File: src/hw/tim_pkg.sv
// package of constants and types for the instruction timing sequencer
package tim_pkg;

  // ==========================================================
  // widths and reset values
  localparam int unsigned ADDR_W      = 16;
  localparam int unsigned PHASE_W     = 3;
  localparam logic [15:0] RESET_PC    = 16'h0000;
  localparam logic [3:0]  MAX_CYCLES  = 4'h8;
  localparam logic [2:0]  PHASE_FIRST = 3'h0;
  localparam logic [2:0]  PHASE_OP1   = 3'h1;
  localparam logic [2:0]  PHASE_OP2   = 3'h2;

  // ==========================================================
  // timing constants
  localparam int unsigned CLK_PERIOD_PS  = 4000;
  localparam int unsigned CORE_FMAX_MHZ  = 50;
  localparam int unsigned PEAK_MIPS      = 50;

  // ==========================================================
  // sequencer states
  typedef enum logic [1:0] {
    ST_BOOT = 2'b00,
    ST_RUN  = 2'b01,
    ST_HALT = 2'b10
  } tim_state_e;

  // per-opcode timing: bytes, base clocks, conditional, redirect
  typedef struct packed {
    logic [1:0] bytes;
    logic [3:0] cycles;
    logic       cond;
    logic       jump;
  } tim_dec_s;

  // record of one finished instruction
  typedef struct packed {
    logic [7:0] opcode;
    logic [7:0] op1;
    logic [7:0] op2;
    logic [1:0] bytes;
    logic [3:0] cycles;
    logic       taken;
  } tim_retire_s;

  function automatic tim_dec_s tim_mk(input logic [1:0] b,
                                      input logic [3:0] c,
                                      input logic       cnd,
                                      input logic       jmp);
    tim_dec_s d;
    d.bytes  = b;
    d.cycles = c;
    d.cond   = cnd;
    d.jump   = jmp;
    return d;
  endfunction

endpackage
File: src/hw/tim_core.sv
// pipelined instruction timing sequencer of the 8-bit core
// Summary of operation
// - everything is counted in single system clocks, no machine cycles
// - most instructions take one or two clocks, none more than eight
// - 109 instructions; 26 take one clock, 50 take two
// - runs at any clock up to 50 MHz, one instruction per clock peak
// - standard opcodes, modes and flag effects; only timing differs
// - most instructions take one clock per program byte
// - untaken conditional branch finishes one clock before a taken one
// - add: register 1/1, direct or immediate 2/2, indirect 1/2
// - add-with-carry and subtract-with-borrow follow add; indirect 1/2
// - logic into direct byte: from accumulator 2/2, immediate 3/3
// - logic into accumulator: indirect source 1/2, register 1/1
// - debug halt uses no user RAM, stack or timers, alters nothing
// - returns take one byte, five clocks; long call three bytes, four
`timescale 1ns/100ps
`default_nettype none

module tim_core
  import tim_pkg::*;
(
  input  wire logic                 clk,
  input  wire logic                 resetn,
  output logic [tim_pkg::ADDR_W-1:0] pm_addr,
  output logic                      pm_rd,
  input  wire logic [7:0]           pm_data,
  input  wire logic                 branch_taken,
  input  wire logic [tim_pkg::ADDR_W-1:0] branch_target,
  input  wire logic                 debug_halt,
  output logic                      opcode_fetch,
  output logic [tim_pkg::PHASE_W-1:0] phase,
  output logic                      retire_valid,
  output tim_pkg::tim_retire_s      retire,
  output logic                      halted
);
  import tim_pkg::*;

  // ==========================================================
  // opcode timing table
  // flag and data effects live in the datapath; only clocks here
  function automatic tim_dec_s tim_decode(input logic [7:0] op);
    tim_dec_s   d;
    logic [3:0] hi;
    logic [3:0] lo;
    hi = op[7:4];
    lo = op[3:0];
    d  = tim_mk(2'h1, 4'h1, 1'b0, 1'b0);
    if (lo[3]) begin
      // register operand forms
      case (hi)
        4'h7, 4'h8, 4'ha: d = tim_mk(2'h2, 4'h2, 1'b0, 1'b0);
        4'hb:             d = tim_mk(2'h3, 4'h3, 1'b1, 1'b0);
        4'hd:             d = tim_mk(2'h2, 4'h2, 1'b1, 1'b0);
        default:          d = tim_mk(2'h1, 4'h1, 1'b0, 1'b0);
      endcase
    end else if (lo[3:1] == 3'h3) begin
      // indirect_register_operand forms
      case (hi)
        4'h7, 4'h8, 4'ha: d = tim_mk(2'h2, 4'h2, 1'b0, 1'b0);
        4'hb:             d = tim_mk(2'h3, 4'h4, 1'b1, 1'b0);
        default:          d = tim_mk(2'h1, 4'h2, 1'b0, 1'b0);
      endcase
    end else if (lo == 4'h5) begin
      // direct operand forms
      case (hi)
        4'h7, 4'h8: d = tim_mk(2'h3, 4'h3, 1'b0, 1'b0);
        4'ha:       d = tim_mk(2'h1, 4'h1, 1'b0, 1'b0);
        4'hb:       d = tim_mk(2'h3, 4'h4, 1'b1, 1'b0);
        4'hd:       d = tim_mk(2'h3, 4'h3, 1'b1, 1'b0);
        default:    d = tim_mk(2'h2, 4'h2, 1'b0, 1'b0);
      endcase
    end else if (lo == 4'h4) begin
      // immediate and accumulator forms
      case (hi)
        4'h0, 4'h1, 4'hc, 4'hd, 4'he, 4'hf:
                 d = tim_mk(2'h1, 4'h1, 1'b0, 1'b0);
        4'h8:    d = tim_mk(2'h1, MAX_CYCLES, 1'b0, 1'b0);
        4'ha:    d = tim_mk(2'h1, 4'h4, 1'b0, 1'b0);
        4'hb:    d = tim_mk(2'h3, 4'h3, 1'b1, 1'b0);
        default: d = tim_mk(2'h2, 4'h2, 1'b0, 1'b0);
      endcase
    end else if (lo == 4'h3) begin
      case (hi)
        4'h0, 4'h1, 4'h2, 4'h3, 4'ha, 4'hb, 4'hc, 4'hd:
                 d = tim_mk(2'h1, 4'h1, 1'b0, 1'b0);
        4'h4, 4'h5, 4'h6:
                 d = tim_mk(2'h3, 4'h3, 1'b0, 1'b0);
        4'h7:    d = tim_mk(2'h1, 4'h3, 1'b0, 1'b1);
        default: d = tim_mk(2'h1, 4'h3, 1'b0, 1'b0);
      endcase
    end else if (lo == 4'h2) begin
      case (hi)
        4'h0, 4'h1: d = tim_mk(2'h3, 4'h4, 1'b0, 1'b1);
        4'h2, 4'h3: d = tim_mk(2'h1, 4'h5, 1'b0, 1'b1);
        4'he, 4'hf: d = tim_mk(2'h1, 4'h3, 1'b0, 1'b0);
        default:    d = tim_mk(2'h2, 4'h2, 1'b0, 1'b0);
      endcase
    end else if (lo == 4'h1) begin
      // absolute jump and call
      d = tim_mk(2'h2, 4'h3, 1'b0, 1'b1);
    end else begin
      case (hi)
        4'h0:             d = tim_mk(2'h1, 4'h1, 1'b0, 1'b0);
        4'h1, 4'h2, 4'h3: d = tim_mk(2'h3, 4'h3, 1'b1, 1'b0);
        4'h4, 4'h5, 4'h6, 4'h7:
                          d = tim_mk(2'h2, 4'h2, 1'b1, 1'b0);
        4'h8:             d = tim_mk(2'h2, 4'h3, 1'b0, 1'b1);
        4'h9:             d = tim_mk(2'h3, 4'h3, 1'b0, 1'b0);
        4'he, 4'hf:       d = tim_mk(2'h1, 4'h3, 1'b0, 1'b0);
        default:          d = tim_mk(2'h2, 4'h2, 1'b0, 1'b0);
      endcase
    end
    return d;
  endfunction

  // ==========================================================
  // state
  tim_state_e             state_reg;
  tim_state_e             state_next;
  logic [ADDR_W-1:0]      pc_reg;
  logic [PHASE_W-1:0]     phase_reg;
  tim_dec_s               info_reg;
  logic                   ext_reg;
  tim_retire_s            rec_reg;
  tim_retire_s            rec_next;
  logic                   pm_rd_reg;
  logic                   opf_reg;
  logic                   rv_reg;
  tim_retire_s            ret_reg;
  logic                   halted_reg;

  tim_dec_s               dec_now;
  tim_dec_s               cur;
  logic                   at_first;
  logic                   step;
  logic                   base_last;
  logic                   extend;
  logic                   last;
  logic                   redirect;
  logic                   byte_cyc;
  logic [3:0]             phase4;

  // ==========================================================
  // current instruction view
  // the opcode clock decodes the byte straight off the bus
  assign dec_now   = tim_decode(pm_data);
  assign at_first  = (phase_reg == PHASE_FIRST);
  assign cur       = at_first ? dec_now : info_reg;
  assign phase4    = {1'b0, phase_reg};
  assign step      = (state_reg == ST_RUN) && !(at_first && debug_halt);
  assign base_last = (phase4 == cur.cycles - 4'h1);
  assign extend    = base_last && cur.cond && branch_taken;
  assign last      = (base_last && !extend) || ext_reg;
  assign redirect  = last && (cur.jump || ext_reg);
  assign byte_cyc  = (phase4 < {2'b00, cur.bytes});

  // ==========================================================
  // sequencer state
  always_comb begin
    state_next = state_reg;
    case (state_reg)
      ST_BOOT: state_next = ST_RUN;
      ST_RUN: begin
        if (at_first && debug_halt) begin
          state_next = ST_HALT;
        end
      end
      ST_HALT: begin
        if (!debug_halt) begin
          state_next = ST_RUN;
        end
      end
      default: state_next = ST_BOOT;
    endcase
  end

  always_ff @(posedge clk or negedge resetn) begin
    if (!resetn) begin
      state_reg <= ST_BOOT;
    end else begin
      state_reg <= state_next;
    end
  end

  // ==========================================================
  // program counter: one byte per clock until the bytes are fetched, target on redirect
  always_ff @(posedge clk or negedge resetn) begin
    if (!resetn) begin
      pc_reg <= RESET_PC;
    end else if (step) begin
      if (redirect) begin
        pc_reg <= branch_target;
      end else if (byte_cyc) begin
        pc_reg <= pc_reg + 16'h0001;
      end
    end
  end

  // ==========================================================
  // phase counter; back-to-back single-clock ops give one per clock
  always_ff @(posedge clk or negedge resetn) begin
    if (!resetn) begin
      phase_reg <= PHASE_FIRST;
      ext_reg   <= 1'b0;
    end else if (step) begin
      phase_reg <= last ? PHASE_FIRST : phase_reg + 3'h1;
      ext_reg   <= extend;
    end
  end

  // decoded timing held for the later clocks of the instruction
  always_ff @(posedge clk or negedge resetn) begin
    if (!resetn) begin
      info_reg <= '0;
    end else if (step && at_first) begin
      info_reg <= dec_now;
    end
  end

  // ==========================================================
  // instruction record: opcode and operand bytes as they stream in
  always_comb begin
    rec_next = rec_reg;
    if (at_first) begin
      rec_next        = '0;
      rec_next.opcode = pm_data;
      rec_next.bytes  = dec_now.bytes;
    end else if (phase_reg == PHASE_OP1 && byte_cyc) begin
      rec_next.op1 = pm_data;
    end else if (phase_reg == PHASE_OP2 && byte_cyc) begin
      rec_next.op2 = pm_data;
    end
    rec_next.cycles = phase4 + 4'h1;
    rec_next.taken  = redirect;
  end

  always_ff @(posedge clk or negedge resetn) begin
    if (!resetn) begin
      rec_reg <= '0;
    end else if (step) begin
      rec_reg <= rec_next;
    end
  end

  // ==========================================================
  // retire strobe and record, one clock after the final clock
  always_ff @(posedge clk or negedge resetn) begin
    if (!resetn) begin
      rv_reg  <= 1'b0;
      ret_reg <= '0;
    end else begin
      rv_reg <= step && last;
      if (step && last) begin
        ret_reg <= rec_next;
      end
    end
  end

  // ==========================================================
  // bus strobes; halt only at a boundary, so nothing is half done
  always_ff @(posedge clk or negedge resetn) begin
    if (!resetn) begin
      pm_rd_reg  <= 1'b0;
      opf_reg    <= 1'b0;
      halted_reg <= 1'b0;
    end else begin
      pm_rd_reg  <= (state_next == ST_RUN);
      opf_reg    <= (state_next == ST_RUN) && (step ? last : at_first);
      halted_reg <= (state_next == ST_HALT);
    end
  end

  assign pm_addr      = pc_reg;
  assign pm_rd        = pm_rd_reg;
  assign opcode_fetch = opf_reg;
  assign phase        = phase_reg;
  assign retire_valid = rv_reg;
  assign retire       = ret_reg;
  assign halted       = halted_reg;

endmodule

`default_nettype wire

File: config.mk
export PLATFORM = sky130hd
export DESIGN_NAME = tim_core
export DESIGN_NICKNAME = d
export VERILOG_FILES = /design/src/hw/tim_pkg.sv /design/src/hw/tim_core.sv
export SDC_FILE = /design/constraint.sdc
export NUM_CORES = 1
export LEC_CHECK = 0
export ABC_AREA = 0
export BUFFER_PORTS_ARGS = -buffer_cell sky130_fd_sc_hd__buf_2
export CAP_MARGIN = 20
export CORE_ASPECT_RATIO = 0.6
export CORE_UTILIZATION = 50
export CTS_CLUSTER_DIAMETER = 40
export DETAILED_ROUTE_END_ITERATION = 10
export PLACE_DENSITY_LB_ADDON = 0.25
export SLEW_MARGIN = 10
export SYNTH_ARGS = -nofsm -noshare
export SYNTH_HDL_FRONTEND = slang
export SYNTH_SLANG_ARGS = --single-unit
File: constraint.sdc
create_clock -name clk -period 5.5 [get_ports clk]
set_clock_uncertainty 0.15 [all_clocks]
set_input_delay 0.275 -clock clk [delete_from_list [all_inputs] [get_ports clk]]
set_output_delay 0.275 -clock clk [all_outputs]
set_load 0.01 [all_outputs]
==> qor.yml, run 1 <==
wl_met2_um: 5700
synth_simple_gate_area_frac: 0.191
synthXorXnorAreaFrac: 0.0101
yosysMostFrequentCell: "nand2_1"
avgSynthCellArea_um2: 9.01
p_per_area_nw_per_um2: 548
min_path_type: "in -> reg"
fin_tns_setup_ps: 0
grt_pass1_wl_um: 22000
hold_depth: 2
start_util: 0.520
r2r_cells: 14
nNetsFinal: 676
p_leak_uw: 0.00280
post_drt_wl_per_cell_um: 17.6
dpl.hpwl_um: 9560
crit_path_end_kind: "flop"
ys_warn_count: 0
cp.required_ps: 5580
maxCapViolations: 0
holdPathEnd: "pm_rd"
rsz0062_at_grt: "false"
yosys-top-cells-area: "dfrtp_1 (44%), nand2_1 (6.9%), mux2i_1 (5.6%)"
clock_path_buffers: 2
largest_reg_flops: 31
synthesis.area_um2: 5200
r2r_slack_ps: 1190
io_buffer_count: 81
clk_pin_slew_worst_paths_ps: 70
drtIter0Drc: 533
gp_congestion: 0.930
cts.sinks: 91
wl_met3_um: 1040
antenna_found_initial: 0
mappedNetlistNets: 615
grt_util_all_layers: 0.263
ys_ff_latch: 91
die-area_um2: 10800
synth-seq-area-share: 0.438
syn_inst: 577
setup-violations-final: 0
layoutNonFillerInstCount: 777
clockPowerShare: 0.176
place_area_um2: 5640
min-delay-start: "debug_halt"
grt_overflow_total: 0
pwr-share-comb: 0.486
hold_viol: 0
drt_first_pass_iters: 5
crit_arrival_ps: 4570
final_area_um2: 5930
h-tree-depth: 3
ys_types: 65
io_pins: 82
cp-start-kind: "input pin"
period_share: 0.817
drc: 0
dp_slack_ps: 741
n_antenna_cell: 0
slew_violations: 0
ir_drop_mv: 0.268
synth_edf_count: 0
synth_top_area_share: 0.438
die_h_um: 81.0
die_x_um: 134
cp_max_fo: 34
antenna_left: 0
synth-compound-area-share: 0.225
r2r-start: "phase[0]"
synth_adder_area_share: 0.0241
highest_layer: "met4"
drt-total-wl_um: 13700
switching_share: 0.443
ys.flop_type: "dfrtp_1"
worstMarginPinSlew_ps: 887
clk_latency_ps: 340
grt_pass1_vias: 4149
crit_slowest_cell: "o41ai_1"
p_switching_uw: 1440
power_frac_seq: 0.338
relSlewSlack: 0.404
yosys-top-cells-count: "nand2_1 (96), dfrtp_1 (91), nor2_1 (38)"
synth_top_family_by_area: "compound AO/OA/AOI/OAI gates"
grt_max_degree: 68
core_um2: 9980
worstPathCellList: "buf_2 > clkinv_1 > ha_1 > nor3b_1 > o41ai_1 > and2_1 > nand2_1 > o21ai_0 > ha_1 > xnor2_1 > a2111oi_2 > nand3_1 > o21bai_4 > buf_4 > o21ai_0 > a211o_1"
num_rows: 28
num_vias: 4614
period_minus_slack_ps: 4490
yosys.area.top_type: "dfrtp_1"
layout-drive-gt1-share: 0.188
vias_per_cell: 5.94
dp_cells: 761
cts_tree: "built"
internal-power_uw: 1810
syn_to_final_growth_pct: 14.1
crit_type: "in -> reg"
max_freq_mhz: 223
cts_root_buf: "clkbuf_16"
wl_met1_um: 6860
reg2reg_to: "rec_reg[22]"
cts-buffers-inserted: 9
cpPeakStageDelay_ps: 620
async_flop_share: 1.00
fin_ws_ps: 1010
hold_ws_ps: 12.7
outcome: "completed"
synthMuxAreaShare: 0.0580
-- area by class of cell --
type                    count  area (um2)
repair buffers             92         493
clock inverters             6        50.0
inverters                  17        63.8
fillers                   876        4060
well taps                 135         169
flip-flops and latches     91        2280
clock buffers               9         225
multi-input cells         427        2650
-- power groups by stage --
stage / Sequential, uW / Combinational (uW) / Clock, uW
floorplan: 1120 / 1090 / 0
finish: 1100 / 1580 / 573
global route: 1120 / 1760 / 615
detailed placement: 1100 / 1550 / 0
CTS: 1090 / 1570 / 583
global placement: 1090 / 1520 / 0
-- how the worst max path moves through the flow --
stage | startpoint | endpoint | slack (ps) | cells after the start
2_1_floorplan | phase[0] | rec_reg[15] | 1610 | 15
3_3_place_gp | pm_data[6] | pm_addr[1] | 930 | 16
3_5_place_dp | pm_data[6] | pm_addr[1] | 740 | 16
4_1_cts | pm_data[6] | pm_addr[1] | 1110 | 16
5_1_grt | pm_data[6] | pm_addr[1] | 650 | 16
6_report | pm_data[6] | pm_addr[1] | 1010 | 16
-- stage by stage --
step	power, uW	utilization
3_5_place_dp	2660	0.565
6_report	3250	0.594
2_1_floorplan	2210	-
4_1_cts	3240	0.594
5_1_grt	3500	0.594
3_3_place_gp	2610	0.565
-- logic make-up after synthesis --
kind of cell               Yosys count
buffers and inverters               59
muxes                               30
and+or+nand+nor                    212
adders and majority gates           10
AOI/OAI and AO/OA                  169
DFF                                 91
xor gates and xnor gates             6
-- cell usage in the layout (no fill, tap or decap), types with 10 or more instances in the layout --
master / instances
a22oi_1: 11
nand3_1: 12
ha_1: 10
o21ai_1: 13
inv_1: 15
nand2_1: 96
a21oi_1: 26
nor2_1: 38
nor3_1: 13
a22o_1: 17
mux2i_1: 29
o31ai_1: 19
o21ai_0: 33
dfrtp_1: 91
buf_2: 80
buf_4: 11
-- metal layers --
| layer | up-vias | GRT usage |
|---|---|---|
| met5 | - | 0 |
| met4 | 0 | 0.0489 |
| met3 | 8 | 0.0499 |
| met2 | 193 | 0.368 |
| li1 | 2186 | - |
| met1 | 2227 | 0.416 |
-- timing repair --
action,CTS,global route
hold buffers,1,0
buffers inserted,0,0
resized for setup,0,0
setup endpoints to repair,0,0
endpoints found under the hold margin,24,0
-- critical path, delay by kind of cell --
| family | cells | cell delay (ps) |
|---|---|---|
| compound gates | 6 | 1820 |
| fa+ha+maj | 2 | 680 |
| buf+inv | 3 | 1060 |
| simple gates | 4 | 570 |
| xor+xnor | 1 | 140 |
Note: power is estimated with default switching activity, not from simulation.
==> run 2: changes to the inputs <==
Clock period 5.5 ns to 4.1 ns, I/O delays scaled along.
==> run 2 against run 1 <==
Compared with the run above: die area unchanged; combinational power increased by 41%; via count up 2.9%; sequential power grew 32%; design area is 4.2% higher; sequential share of layout area is 1.6 points lower; critical endpoint is now pm_addr[15]; largest cell class unchanged.
==> qor.yml, run 2 (synthesis gave the netlist of run 1 again) <==
clock_path_buffers: 2
num_vias: 4748
min_path_type: "in -> reg"
grt_util_all_layers: 0.266
cts_root_buf: "clkbuf_16"
crit_path_end_kind: "flop"
core_um2: 9980
gp_congestion: 0.920
p_switching_uw: 1950
die_x_um: 134
start_util: 0.520
layout_commonest_cell: "nand2_1"
switching_share: 0.425
post_drt_wl_per_cell_um: 17.2
largest_reg_flops: 31
setup-violations-final: 0
maxCapViolations: 0
worst-path-buf-inv: 2
n_antenna_cell: 0
cpLargestDelayFamily: "simple AND/OR/NAND/NOR gates"
ir_drop_mv: 0.338
h-tree-depth: 3
cts_setup_buffers: 0
p_per_area_nw_per_um2: 744
clockPowerShare: 0.198
crit_slowest_cell: "or4_1"
clk_latency_ps: 350
cpPeakStageDelay_ps: 540
drc: 0
fin_tns_setup_ps: 0
crit_arrival_ps: 3900
outcome: "completed"
grt_overflow_total: 0
layout-drive-gt1-share: 0.212
cts.sinks: 91
p_leak_uw: 0.00294
period_minus_slack_ps: 3770
die_h_um: 81.0
worstMarginPinSlew_ps: 848
cp_max_fo: 15
die-area_um2: 10800
antenna_left: 0
internal-power_uw: 2640
antenna_found_initial: 0
drtIter0Drc: 450
hold_viol: 0
cp-start-kind: "input pin"
max_freq_mhz: 266
io_pins: 82
crit_type: "in -> reg"
clk_pin_slew_worst_paths_ps: 70
layout_common_cells: "nand2_1 (96), dfrtp_1 (91), buf_2 (80), nor2_1 (38), o21ai_0 (33)"
worstPathCellList: "buf_2 > buf_4 > nand2b_1 > or2_2 > and3_1 > o21ai_0 > a32o_1 > nand2_1 > a21boi_0 > ha_1 > nor2_1 > nand3_1 > or3_1 > o2bb2ai_1 > nand4_1 > or4_1 > a21oi_1 > a211o_1"
cts-buffers-inserted: 9
grt_pass1_wl_um: 22100
vias_per_cell: 5.94
power_frac_seq: 0.316
dpl.hpwl_um: 9860
nNetsFinal: 698
drt_first_pass_iters: 5
rsz0062_at_grt: "false"
syn_to_final_growth_pct: 18.9
pwr-share-comb: 0.486
grt_pass1_vias: 4204
slew_violations: 0
period_share: 0.919
fillerInstances: 902
cts_tree: "built"
cp.required_ps: 4240
grt_max_degree: 62
num_rows: 28
relSlewSlack: 0.435
io_buffer_count: 81
drt-total-wl_um: 13800
postLayoutCoreUtil: 0.619
[run 2: cell types whose count changed in the layout (fill, tap and decap cells not counted), sizes merged]
| cell | before | now |
|---|---|---|
| bufinv | 0 | 2 |
| clkinvlp | 2 | 1 |
| buf | 91 | 111 |
| dlygate4sd3 | 1 | 3 |
| clkinv | 3 | 2 |
| clkbuf | 9 | 10 |
[run 2: stage by stage]
step           power, uW  setup WS [ps]  instance area [um2]  hold slack [ps]  std cells
6_report            4590            334                 6180             30.3        800
5_1_grt             4930           59.6                 6180             48.2        800
4_1_cts             4590            264                 6170             27.0        800
3_5_place_dp        3660           75.1                 5820              186        781
3_3_place_gp        3580            190                 5820              175        781
2_1_floorplan       2960            208                 5200             -241        577
[run 2: power groups by stage]
stage | registers [uW] | clock network (uW) | logic, uW
final | 1450 | 911 | 2230
after global routing | 1490 | 961 | 2480
after CTS | 1450 | 923 | 2220
after detailed placement | 1460 | 0 | 2200
after global placement | 1440 | 0 | 2140
after floorplan | 1510 | 0 | 1460
[run 2: area by class of cell]
class,count,area (um2),area share
multi-input combinational,427,2650,0.430
sequential,91,2280,0.369
timing repair buffer,114,688,0.111
clock buffer,10,229,0.0371
tap,135,169,0.0273
clock inverter,6,96.3,0.0156
inverter,17,63.8,0.0103
[run 2: final timing paths]
| kind | from | endpoint | slack [ps] | cells past startpoint |
|---|---|---|---|---|
| min in group asynchronous | resetn | retire_valid | 340 | 2 |
| worst max register to register | phase[0] | pm_addr[15] | 390 | 14 |
| max in group asynchronous | resetn | rec_reg[21] | 2530 | 3 |
| worst min-delay path | branch_target[7] | pm_addr[7] | 30 | 3 |
| worst max-delay path | pm_data[6] | pm_addr[15] | 330 | 18 |
| worst min register to register | retire[12] | retire[12] | 320 | 2 |
[run 2: repair_timing]
item	in CTS	in global routing
hold endpoints to repair	63	0
hold buffers	3	0
resized for setup	0	1
setup endpoints to repair	0	9
[run 2: layer usage]
metal  global-route usage  vias up  part of all wire
li1                     -     2232                 -
met1                0.411     2295              0.50
met2                0.378      204              0.42
met3               0.0493       17             0.075
met4               0.0659        0            0.0083
met5                    0        -                 0
[run 2: worst reg2reg max path: cells and delay by family (launching register included)]
family                     cells  cell delay [ps]
DFF                            1              370
AOI/OAI and AO/OA              4              630
and+or+nand+nor                7             1820
buffers and inverters          1              200
adders and majority gates      2              500
